===== src/rcfrp_pkg.sv =====
// Package of constants and carrier types for the receive cell FIFO read port.
package rcfrp_pkg;

    localparam int WORD_W         = 16;
    localparam int BYTE_W         = 8;
    localparam int CELL_BYTES     = 53;
    localparam int CELL_WORDS_16  = 27;
    localparam int CELL_WORDS_8   = 53;
    localparam int LOW_WATER      = 4;
    localparam int FIFO_DEPTH_LOG = 7;
    localparam int FIFO_DEPTH     = 128;
    localparam int CNT_W          = FIFO_DEPTH_LOG + 1;
    localparam int WCNT_W         = 6;

    localparam logic [CNT_W-1:0]  LOW_WATER_C  = 8'h04;
    localparam logic [WCNT_W-1:0] CELL_W16_C   = 6'h1b;
    localparam logic [WCNT_W-1:0] CELL_W8_C    = 6'h35;

    // APB register offsets.
    localparam logic [7:0] CFG_OFS    = 8'h00;
    localparam logic [7:0] STAT_OFS   = 8'h04;

    // Configuration field positions.
    localparam int CFG_ODD_POS     = 0;
    localparam int CFG_WHOLE_POS   = 1;
    localparam int CFG_EMPTY_POS   = 2;
    localparam int CFG_DEFAV_POS   = 3;
    localparam int CFG_AVLOW_POS   = 4;
    localparam logic [4:0] CFG_RESET = 5'h00;

    // Word pushed from the cell processor side.
    typedef struct packed {
        logic              first;
        logic [WORD_W-1:0] data;
    } rcfrp_word_t;

    // Driven bundle of the read port pins.
    typedef struct packed {
        logic              first;
        logic [1:0]        parity;
        logic [WORD_W-1:0] data;
    } rcfrp_pins_t;

endpackage : rcfrp_pkg


===== src/rcfrp_top.sv =====
// Receive cell FIFO read port: FIFO, read side pins, parity, cell flag and APB registers.
//
// Added by the designer: the APB interface to the registers and the address map.
`timescale 1ns/1ps
`default_nettype none
module rcfrp_top
    import rcfrp_pkg::*;
(
    input  wire logic              ref_clk,
    input  wire logic              rstn,
    // APB slave.
    input  wire logic              psel,
    input  wire logic              penable,
    input  wire logic              pwrite,
    input  wire logic [7:0]        paddr,
    input  wire logic [31:0]       pwdata,
    output logic      [31:0]       prdata,
    output logic                   pready,
    output logic                   pslverr,
    // Write side from the cell processor.
    input  wire logic              push_valid,
    input  wire rcfrp_word_t       push_word,
    output logic                   push_ready,
    // Read port pins.
    input  wire logic              rx_read_en_n,
    input  wire logic              narrow_width_sel,
    input  wire logic              hiz_mode_sel,
    output logic      [WORD_W-1:0] rx_word_bus,
    output logic      [WORD_W-1:0] rx_word_bus_oe,
    output logic      [1:0]        rx_word_parity,
    output logic      [1:0]        rx_word_parity_oe,
    output logic                   rx_first_word_flag,
    output logic                   rx_first_word_flag_oe,
    output logic                   rx_cell_avail,
    output logic                   narrow_mode
);
    // ------------------------------------------------------------
    // Pin synchronisers
    // ------------------------------------------------------------
    logic [2:0] sync1_reg;
    logic [2:0] sync2_reg;
    logic       rd_n;
    logic       narrow;
    logic       hiz;

    always_ff @(posedge ref_clk) begin
        if (!rstn) begin
            sync1_reg <= 3'h7;
            sync2_reg <= 3'h7;
        end else begin
            sync1_reg <= {rx_read_en_n, narrow_width_sel, hiz_mode_sel};
            sync2_reg <= sync1_reg;
        end
    end
    assign rd_n   = sync2_reg[2];
    assign narrow = sync2_reg[1];
    assign hiz    = sync2_reg[0];

    // ------------------------------------------------------------
    // Registers
    // ------------------------------------------------------------
    logic [4:0]       cfg_reg;
    logic [CNT_W-1:0] count_reg;
    logic [CNT_W-1:0] cells_reg;
    logic             setup_ph;

    assign setup_ph = psel && !penable;

    // Zero wait states: pready rises in the access phase.
    always_ff @(posedge ref_clk) begin
        if (!rstn) begin
            cfg_reg <= CFG_RESET;
            prdata  <= 32'h0;
            pready  <= 1'b0;
            pslverr <= 1'b0;
        end else begin
            pready  <= setup_ph;
            pslverr <= setup_ph && (paddr != CFG_OFS) && (paddr != STAT_OFS);
            if (setup_ph && !pwrite) begin
                unique case (paddr)
                    CFG_OFS:  prdata <= {27'h0, cfg_reg};
                    STAT_OFS: prdata <= {8'h0, cells_reg, 8'h0, count_reg};
                    default:  prdata <= 32'h0;
                endcase
            end
            if (psel && penable && pready && pwrite && paddr == CFG_OFS) begin
                cfg_reg <= pwdata[4:0];
            end
        end
    end

    // ------------------------------------------------------------
    // FIFO pointers
    // ------------------------------------------------------------
    logic [FIFO_DEPTH_LOG-1:0] wr_ptr_reg;
    logic [FIFO_DEPTH_LOG-1:0] rd_ptr_reg;
    logic                      do_push;
    logic                      do_pop;
    rcfrp_word_t               mem_q;
    logic [WCNT_W-1:0]         wcnt_reg;
    logic [WCNT_W-1:0]         cell_len;
    logic                      cell_end;
    logic                      stale_reg;

    assign cell_len = narrow ? CELL_W8_C : CELL_W16_C;
    assign do_push  = push_valid && push_ready;
    assign do_pop   = !rd_n && (count_reg != '0) && !stale_reg;
    assign cell_end = do_push && (wcnt_reg == cell_len - 6'h01);

    // Memory is read one word ahead so the popped word is ready at the pop edge.
    logic [FIFO_DEPTH_LOG-1:0] rd_addr_next;
    assign rd_addr_next = do_pop ? rd_ptr_reg + 1'b1 : rd_ptr_reg;

    rcfrp_mem #(.AW(FIFO_DEPTH_LOG)) u_mem (
        .ref_clk (ref_clk),
        .wr_en   (do_push),
        .wr_addr (wr_ptr_reg),
        .wr_data (push_word),
        .rd_addr (rd_addr_next),
        .rd_data (mem_q)
    );

    // A word written to the address being read reaches mem_q one edge late.
    // The pop waits that edge rather than hand out the old word.
    always_ff @(posedge ref_clk) begin
        if (!rstn) begin
            stale_reg <= 1'b0;
        end else begin
            stale_reg <= do_push && (wr_ptr_reg == rd_addr_next);
        end
    end

    always_ff @(posedge ref_clk) begin
        if (!rstn) begin
            wr_ptr_reg <= '0;
            rd_ptr_reg <= '0;
            count_reg  <= '0;
            push_ready <= 1'b0;
            wcnt_reg   <= '0;
            cells_reg  <= '0;
        end else begin
            if (do_push) begin
                wr_ptr_reg <= wr_ptr_reg + 1'b1;
            end
            if (do_pop) begin
                rd_ptr_reg <= rd_ptr_reg + 1'b1;
            end
            count_reg  <= count_reg + CNT_W'(do_push) - CNT_W'(do_pop);
            push_ready <= (count_reg + CNT_W'(do_push)) < CNT_W'(FIFO_DEPTH - 1);
            if (do_push) begin
                wcnt_reg <= cell_end ? '0 : wcnt_reg + 1'b1;
            end
            // A complete cell counts once its last word is stored.
            cells_reg <= cells_reg + CNT_W'(cell_end)
                         - CNT_W'(do_pop && mem_q.first && cells_reg != '0);
        end
    end

    // ------------------------------------------------------------
    // Read port outputs
    // ------------------------------------------------------------
    logic [1:0] par_next;
    logic [WORD_W-1:0] data_next;
    logic       odd;
    logic       drive;

    assign odd = cfg_reg[CFG_ODD_POS];
    // Narrow mode keeps the upper byte at zero.
    assign data_next = narrow ? {8'h0, mem_q.data[7:0]} : mem_q.data;

    always_comb begin
        if (cfg_reg[CFG_WHOLE_POS]) begin
            par_next = {(^data_next) ^ odd, 1'b0};
        end else begin
            par_next = {(^data_next[15:8]) ^ odd, (^data_next[7:0]) ^ odd};
        end
    end

    // Outputs are driven after a sampled low enable, or always without hiz mode.
    assign drive = !hiz || !rd_n;

    always_ff @(posedge ref_clk) begin
        if (!rstn) begin
            rx_word_bus        <= '0;
            rx_word_parity     <= 2'h0;
            rx_first_word_flag <= 1'b0;
        end else if (do_pop) begin
            rx_word_bus        <= data_next;
            rx_word_parity     <= par_next;
            rx_first_word_flag <= mem_q.first;
        end
    end

    always_ff @(posedge ref_clk) begin
        if (!rstn) begin
            rx_word_bus_oe        <= '0;
            rx_word_parity_oe     <= 2'h0;
            rx_first_word_flag_oe <= 1'b0;
        end else begin
            rx_word_bus_oe        <= {WORD_W{drive}};
            rx_word_parity_oe     <= {2{drive}};
            rx_first_word_flag_oe <= drive;
        end
    end

    // ------------------------------------------------------------
    // Cell available flag
    // ------------------------------------------------------------
    logic avail_reg;
    logic [CNT_W-1:0] count_after;

    assign count_after = count_reg - CNT_W'(do_pop);

    always_ff @(posedge ref_clk) begin
        if (!rstn) begin
            avail_reg <= 1'b0;
        end else if (cells_reg != '0 && !(cells_reg == 1 && do_pop && mem_q.first)) begin
            avail_reg <= 1'b1;
        end else if (cfg_reg[CFG_EMPTY_POS] ? count_after == '0
                                              : count_after <= LOW_WATER_C) begin
            avail_reg <= cfg_reg[CFG_DEFAV_POS];
        end
    end

    always_ff @(posedge ref_clk) begin
        if (!rstn) begin
            rx_cell_avail <= 1'b0;
            narrow_mode   <= 1'b0;
        end else begin
            rx_cell_avail <= avail_reg ^ cfg_reg[CFG_AVLOW_POS];
            narrow_mode   <= narrow;
        end
    end

    a_pop_data: assert property (@(posedge ref_clk) disable iff (!rstn)
        do_pop |=> rx_word_bus == $past(data_next))
        else $error("popped word not presented");
    a_hold_idle: assert property (@(posedge ref_clk) disable iff (!rstn)
        !do_pop |=> $stable(rx_word_bus))
        else $error("bus changed without pop");
    a_hiz_off: assert property (@(posedge ref_clk) disable iff (!rstn)
        (hiz && rd_n) |=> !rx_first_word_flag_oe && rx_word_bus_oe == '0)
        else $error("driven while enable high in hiz mode");
    a_always_drive: assert property (@(posedge ref_clk) disable iff (!rstn)
        !hiz |=> rx_word_parity_oe == 2'h3)
        else $error("not driven with hiz off");
    a_word_par: assert property (@(posedge ref_clk) disable iff (!rstn)
        (do_pop && cfg_reg[CFG_WHOLE_POS]) |=> rx_word_parity[0] == 1'b0)
        else $error("lower parity used in word mode");
    a_byte_par: assert property (@(posedge ref_clk) disable iff (!rstn)
        (do_pop && !cfg_reg[CFG_WHOLE_POS]) |=>
        rx_word_parity[0] == ((^rx_word_bus[7:0]) ^ $past(odd)))
        else $error("lower parity wrong");
    a_narrow_hi: assert property (@(posedge ref_clk) disable iff (!rstn)
        (do_pop && narrow) |=> rx_word_bus[15:8] == 8'h0)
        else $error("upper byte used in narrow mode");
    a_avail_pol: assert property (@(posedge ref_clk) disable iff (!rstn)
        1'b1 |=> rx_cell_avail == ($past(avail_reg) ^ $past(cfg_reg[CFG_AVLOW_POS])))
        else $error("flag polarity wrong");
    a_avail_set: assert property (@(posedge ref_clk) disable iff (!rstn)
        (cells_reg != '0 && !do_pop) |=> avail_reg)
        else $error("flag low with cells stored");
endmodule : rcfrp_top
`default_nettype wire


===== src/rcfrp_mem.sv =====
// Word memory of the receive cell FIFO with registered read data.
`timescale 1ns/1ps
`default_nettype none
module rcfrp_mem
    import rcfrp_pkg::*;
#(
    parameter int AW = FIFO_DEPTH_LOG
) (
    input  wire logic              ref_clk,
    input  wire logic              wr_en,
    input  wire logic [AW-1:0]     wr_addr,
    input  wire rcfrp_word_t       wr_data,
    input  wire logic [AW-1:0]     rd_addr,
    output var  rcfrp_word_t       rd_data
);
    rcfrp_word_t mem [0:(1<<AW)-1];

    always_ff @(posedge ref_clk) begin
        if (wr_en) begin
            mem[wr_addr] <= wr_data;
        end
    end

    always_ff @(posedge ref_clk) begin
        rd_data <= mem[rd_addr];
    end
endmodule : rcfrp_mem
`default_nettype wire


===== config.mk =====
export PLATFORM = sky130hd
export DESIGN_NAME = rcfrp_top
export DESIGN_NICKNAME = d
export VERILOG_FILES = /design/src/rcfrp_pkg.sv /design/src/rcfrp_top.sv /design/src/rcfrp_mem.sv
export SDC_FILE = /design/constraint.sdc
export NUM_CORES = 2
export LEC_CHECK = 0
export BUFFER_PORTS_ARGS = -buffer_cell sky130_fd_sc_hd__buf_2
export CORE_MARGIN = 2
export CORE_UTILIZATION = 45
export CTS_BUF_LIST = sky130_fd_sc_hd__clkbuf_16
export DETAILED_ROUTE_END_ITERATION = 12
export GPL_ROUTABILITY_DRIVEN = 1
export HOLD_SLACK_MARGIN = 0.1
export PLACE_DENSITY_LB_ADDON = 0.2
export SKIP_LAST_GASP = 1
export SLEW_MARGIN = 20
export SYNTH_ARGS = -nofsm -noshare
export SYNTH_HDL_FRONTEND = slang
export SYNTH_SLANG_ARGS = --single-unit

===== constraint.sdc =====
create_clock -name ref_clk -period 4.39 [get_ports ref_clk]
set_input_delay 0.878 -clock ref_clk [delete_from_list [all_inputs] [get_ports ref_clk]]
set_output_delay 0.878 -clock ref_clk [all_outputs]
set_load 0.01 [all_outputs]

==> impl_metrics.xml <==
<?xml version="1.0" encoding="UTF-8"?>
<metrics>
  <group name="global_route">
    <metric name="grt_pass1_wl" unit="um">440200</metric>
    <metric name="number_of_antenna_violations_at_the_first_check_in_global_routing" unit="">17</metric>
    <metric name="grt_max_degree" unit="">132</metric>
    <metric name="grt_usage" unit="%">26.59</metric>
    <metric name="first_global_vias" unit="">65346</metric>
    <metric name="grt_overflow" unit="">0</metric>
  </group>
  <group name="worst_hold_path">
    <metric name="timing.hold.worst_path_depth" unit="">2</metric>
    <metric name="worstHoldPathType" unit="">in2reg</metric>
    <metric name="hold_path.startpoint" unit="">narrow_width_sel</metric>
    <metric name="hold-path-endpoint" unit="">sync1_reg[1]$_SDFF_PN1_</metric>
  </group>
  <group name="detailed_routing">
    <metric name="drt-initial-drc-count" unit="">8249</metric>
    <metric name="number_of_iterations_in_the_first_detailed_routing_pass" unit="">7</metric>
    <metric name="ant_nets" unit="">0</metric>
    <metric name="vias" unit="">68718</metric>
    <metric name="viasPerCell" unit="">6.349</metric>
    <metric name="wl_per_cell" unit="um">28.28</metric>
    <metric name="wl" unit="um">306100</metric>
    <metric name="drcViolationCount" unit="">0</metric>
  </group>
  <group name="timing">
    <metric name="fin_crit_sh" unit="%">99.16</metric>
    <metric name="max_freq" unit="MHz">229.7</metric>
    <metric name="worst_clock_skew" unit="ns">0.05028</metric>
    <metric name="hold_ws" unit="ns">0.1694</metric>
    <metric name="slew-limit-headroom" unit="%">24.63</metric>
    <metric name="timing.final.setup_violations" unit="">0</metric>
    <metric name="post-route-worst-setup-slack" unit="ns">0.03671</metric>
    <metric name="final-max-slew-violation-count" unit="">0</metric>
    <metric name="final_period_minus_worst_setup_slack" unit="ns">4.353</metric>
    <metric name="tightest_slew" unit="ns">1.131</metric>
    <metric name="rsz0062_at_grt" unit="">no</metric>
    <metric name="hold_violations" unit="">0</metric>
  </group>
  <group name="cts">
    <metric name="cts-buffers-inserted" unit="">235</metric>
    <metric name="ctsLongestPathBuffers" unit="">3</metric>
    <metric name="cts_tree" unit="">done</metric>
    <metric name="clkTransAtPathRegs" unit="ns">0.06</metric>
    <metric name="clock_sinks" unit="">2283</metric>
    <metric name="clock_insertion_delay_worst_skew" unit="ns">0.89</metric>
    <metric name="clock-root-buffer" unit="">sky130_fd_sc_hd__clkbuf_16</metric>
    <metric name="cts-htree-levels" unit="">4</metric>
    <metric name="hold_buf_cts" unit="">0</metric>
  </group>
  <group name="layout">
    <metric name="number_of_nets_in_the_layout" unit="">7830</metric>
    <metric name="layout_common_cells" unit="">sky130_fd_sc_hd__edfxtp_1 (2,176), sky130_fd_sc_hd__a21oi_1 (618), sky130_fd_sc_hd__nand2_1 (575)</metric>
    <metric name="finalNonFillerCells" unit="">10823</metric>
    <metric name="reg.largest.list" unit="">u_mem.mem (2176), u_mem.rd_data (17)</metric>
    <metric name="area.growth.synth_to_final" unit="%">14.50</metric>
    <metric name="most_frequent_standard_cell_in_the_layout_excluding_fill_and_tap_cells" unit="">sky130_fd_sc_hd__edfxtp_1</metric>
    <metric name="post-route-util" unit="%">51.76</metric>
    <metric name="drive_gt1_share" unit="%">15.67</metric>
    <metric name="largest_register_ffs" unit="">2176</metric>
    <metric name="largest_register" unit="">u_mem.mem</metric>
  </group>
  <group name="worst_setup_path">
    <metric name="critical_path.reg2reg.endpoint" unit="">u_mem.rd_data[11]$_DFF_P_</metric>
    <metric name="cp.required" unit="ns">5.11</metric>
    <metric name="worst_setup_path_end_kind" unit="">flip-flop</metric>
    <metric name="crit_path_max_fanout" unit="">17</metric>
    <metric name="critical_path_arrival" unit="ns">5.07</metric>
    <metric name="timing_worst_setup_path_type" unit="">reg2reg</metric>
    <metric name="reg2reg_from" unit="">sync2_reg[2]$_SDFF_PN1_</metric>
    <metric name="worstRegToRegCells" unit="">13</metric>
    <metric name="worstSetupStartpointType" unit="">flip-flop</metric>
    <metric name="timing.reg2reg.setup_slack" unit="ns">0.04</metric>
  </group>
  <group name="floorplanning">
    <metric name="placement_rows" unit="">172</metric>
    <metric name="count_of_pins_on_the_block_boundary" unit="">141</metric>
    <metric name="die_w" unit="um">473.3</metric>
    <metric name="core_region_area" unit="sq um">219300</metric>
    <metric name="dieArea" unit="sq um">224100</metric>
    <metric name="initial_core_util" unit="%">45.20</metric>
    <metric name="dieHeight" unit="um">473.3</metric>
  </group>
  <group name="job">
    <metric name="maxCapViolations" unit="">0</metric>
  </group>
  <group name="synthesis">
    <metric name="synth_warnings" unit="">0</metric>
    <metric name="ys_seq_area_share" unit="%">68.08</metric>
    <metric name="postSynth.topFlopCell" unit="">sky130_fd_sc_hd__edfxtp_1</metric>
    <metric name="yosysUniqueCellTypes" unit="">81</metric>
    <metric name="number_of_flops_mapped_to_enable_cells_by_yosys" unit="">2176</metric>
    <metric name="syn-cell-area" unit="sq um">99130</metric>
    <metric name="post_synth_inst_count" unit="">7505</metric>
    <metric name="synth-seq-cells" unit="">2283</metric>
    <metric name="ys_async_sr_fraction" unit="%">0</metric>
    <metric name="synth.avg_cell_area" unit="sq um">13.21</metric>
  </group>
  <group name="placement">
    <metric name="total_half_perimeter_wirelength_after_legalization_and_detailed_placement" unit="um">183800</metric>
    <metric name="port-buffer-count" unit="">97</metric>
    <metric name="dp.cells" unit="">10374</metric>
    <metric name="dpl_worst_slack" unit="ns">-0.4400</metric>
    <metric name="gp_congestion" unit="">0.8866</metric>
  </group>
  <group name="status">
    <metric name="outcome" unit="">complete, no violations</metric>
  </group>
  <group name="power_and_ir_drop">
    <metric name="ir_drop" unit="mV">0.3659</metric>
    <metric name="power.static_leakage" unit="nW">35.98</metric>
    <metric name="p_per_area" unit="nW/um^2">408.0</metric>
  </group>
</metrics>
[per-stage QoR]
step	total power [mW]	area, sq um	setup TNS [ns]
after CTS	46.52	113400	0
final	46.31	113500	0
after detailed placement	27.23	105800	-1.167
after global routing	47.56	113500	0
after floorplan	25.94	99180	0
after global placement	27.17	105800	-1.050
[critical path, stage by stage (launching register included)]
cell and delay [ns]:
sky130_fd_sc_hd__dfxtp_1 0.49, sky130_fd_sc_hd__or2_2 0.40, sky130_fd_sc_hd__a2111oi_0 0.84, sky130_fd_sc_hd__buf_4 0.26, sky130_fd_sc_hd__a31oi_4 0.04, sky130_fd_sc_hd__buf_12 0.20
sky130_fd_sc_hd__buf_4 0.20, sky130_fd_sc_hd__a21oi_1 0.12, sky130_fd_sc_hd__a22oi_1 0.14, sky130_fd_sc_hd__a21oi_1 0.56, sky130_fd_sc_hd__nor4_4 0.16, sky130_fd_sc_hd__buf_4 0.17
sky130_fd_sc_hd__a211oi_1 0.38, sky130_fd_sc_hd__nand4_1 0.17
[metal layers]
layer | share of wire (%) | GRT usage, % | up-vias | wire length, um
met5 | 0.0088 | 0 | - | 27
met4 | 3.4 | 9.561 | 4 | 10440
met3 | 8.8 | 4.309 | 527 | 26810
met2 | 46 | 41.81 | 3330 | 142100
met1 | 41 | 37.39 | 34867 | 126700
li1 | - | - | 29990 | -
[area by class of cell]
| type | instances | area [sq um] |
|---|---|---|
| fillers | 18130 | 105800 |
| inverters | 25 | 106.4 |
| diodes | 6 | 15.01 |
| flip-flops and latches | 2283 | 67490 |
| multi-input cells | 4580 | 29320 |
| clock inverters | 199 | 1524 |
| clock buffers | 240 | 6006 |
| well taps | 2871 | 3592 |
| repair buffers | 619 | 5446 |
[worst max-delay path by stage]
stage / startpoint / end / depth (start not counted)
4_1_cts: count_reg[3]$_SDFF_PN0_ / u_mem.rd_data[15]$_DFF_P_ / 14
3_5_place_dp: count_reg[7]$_SDFF_PN0_ / u_mem.rd_data[8]$_DFF_P_ / 16
2_1_floorplan: count_reg[1]$_SDFF_PN0_ / cells_reg[6]$_SDFF_PN0_ / 23
3_3_place_gp: count_reg[7]$_SDFF_PN0_ / u_mem.rd_data[8]$_DFF_P_ / 16
6_report: sync2_reg[2]$_SDFF_PN1_ / u_mem.rd_data[11]$_DFF_P_ / 13
5_1_grt: count_reg[7]$_SDFF_PN0_ / u_mem.rd_data[7]$_DFF_P_ / 14
[synthesized netlist by cell type, types with 53 or more instances]
| cell type | instances | area share [%] |
|---|---|---|
| sky130_fd_sc_hd__clkbuf_1 | 378 | 1.4 |
| sky130_fd_sc_hd__nand2_1 | 575 | 2.2 |
| sky130_fd_sc_hd__dfxtp_1 | 107 | 2.2 |
| sky130_fd_sc_hd__a21oi_1 | 620 | 3.1 |
| sky130_fd_sc_hd__a211oi_1 | 121 | 0.92 |
| sky130_fd_sc_hd__mux2i_1 | 400 | 4.0 |
| sky130_fd_sc_hd__a22oi_1 | 177 | 1.3 |
| sky130_fd_sc_hd__mux2_2 | 125 | 1.4 |
| sky130_fd_sc_hd__o22ai_1 | 565 | 3.6 |
| sky130_fd_sc_hd__edfxtp_1 | 2176 | 66 |
| sky130_fd_sc_hd__nor2_1 | 596 | 2.3 |
| sky130_fd_sc_hd__nor2b_1 | 73 | 0.46 |
| sky130_fd_sc_hd__o211ai_1 | 123 | 0.93 |
| sky130_fd_sc_hd__o221ai_1 | 169 | 1.5 |
| sky130_fd_sc_hd__o21ai_0 | 177 | 0.89 |
| sky130_fd_sc_hd__buf_1 | 75 | 0.28 |
| sky130_fd_sc_hd__nor3_1 | 217 | 1.1 |
| sky130_fd_sc_hd__buf_2 | 122 | 0.62 |
| sky130_fd_sc_hd__nand3_1 | 53 | 0.27 |
[report_power, final]
group / internal, mW / switching (mW)
combinational: 0.933 / 1.88
clock: 11.0 / 8.45
sequential: 23.9 / 0.101
[logic make-up (layout without fill, tap and decap cells)]
family / count (synthesis) / after routing / share of synthesized area [%]
DFF: 2283 / 2283 / 68.08
AOI/OAI and AO/OA: 2219 / 2219 / 14.58
and+or+nand+nor: 1720 / 1720 / 7.674
buffers and inverters: 657 / 1083 / 2.899
muxes: 549 / 549 / 6.004
xor gates and xnor gates: 56 / 56 / 0.4948
adders and majority gates: 20 / 20 / 0.2600
other: 1 / 22 / 0.003783
[what timing repair did]
| item | in CTS | in global routing |
|---|---|---|
| pin swaps | 0 | 2 |
| endpoints found under the setup margin | 8 | 13 |
| setup buffers | 0 | 4 |
| gates resized for setup | 9 | 6 |
| endpoints found under the hold margin | 0 | 0 |
No activity file was read; power rests on OpenSTA's default activity.
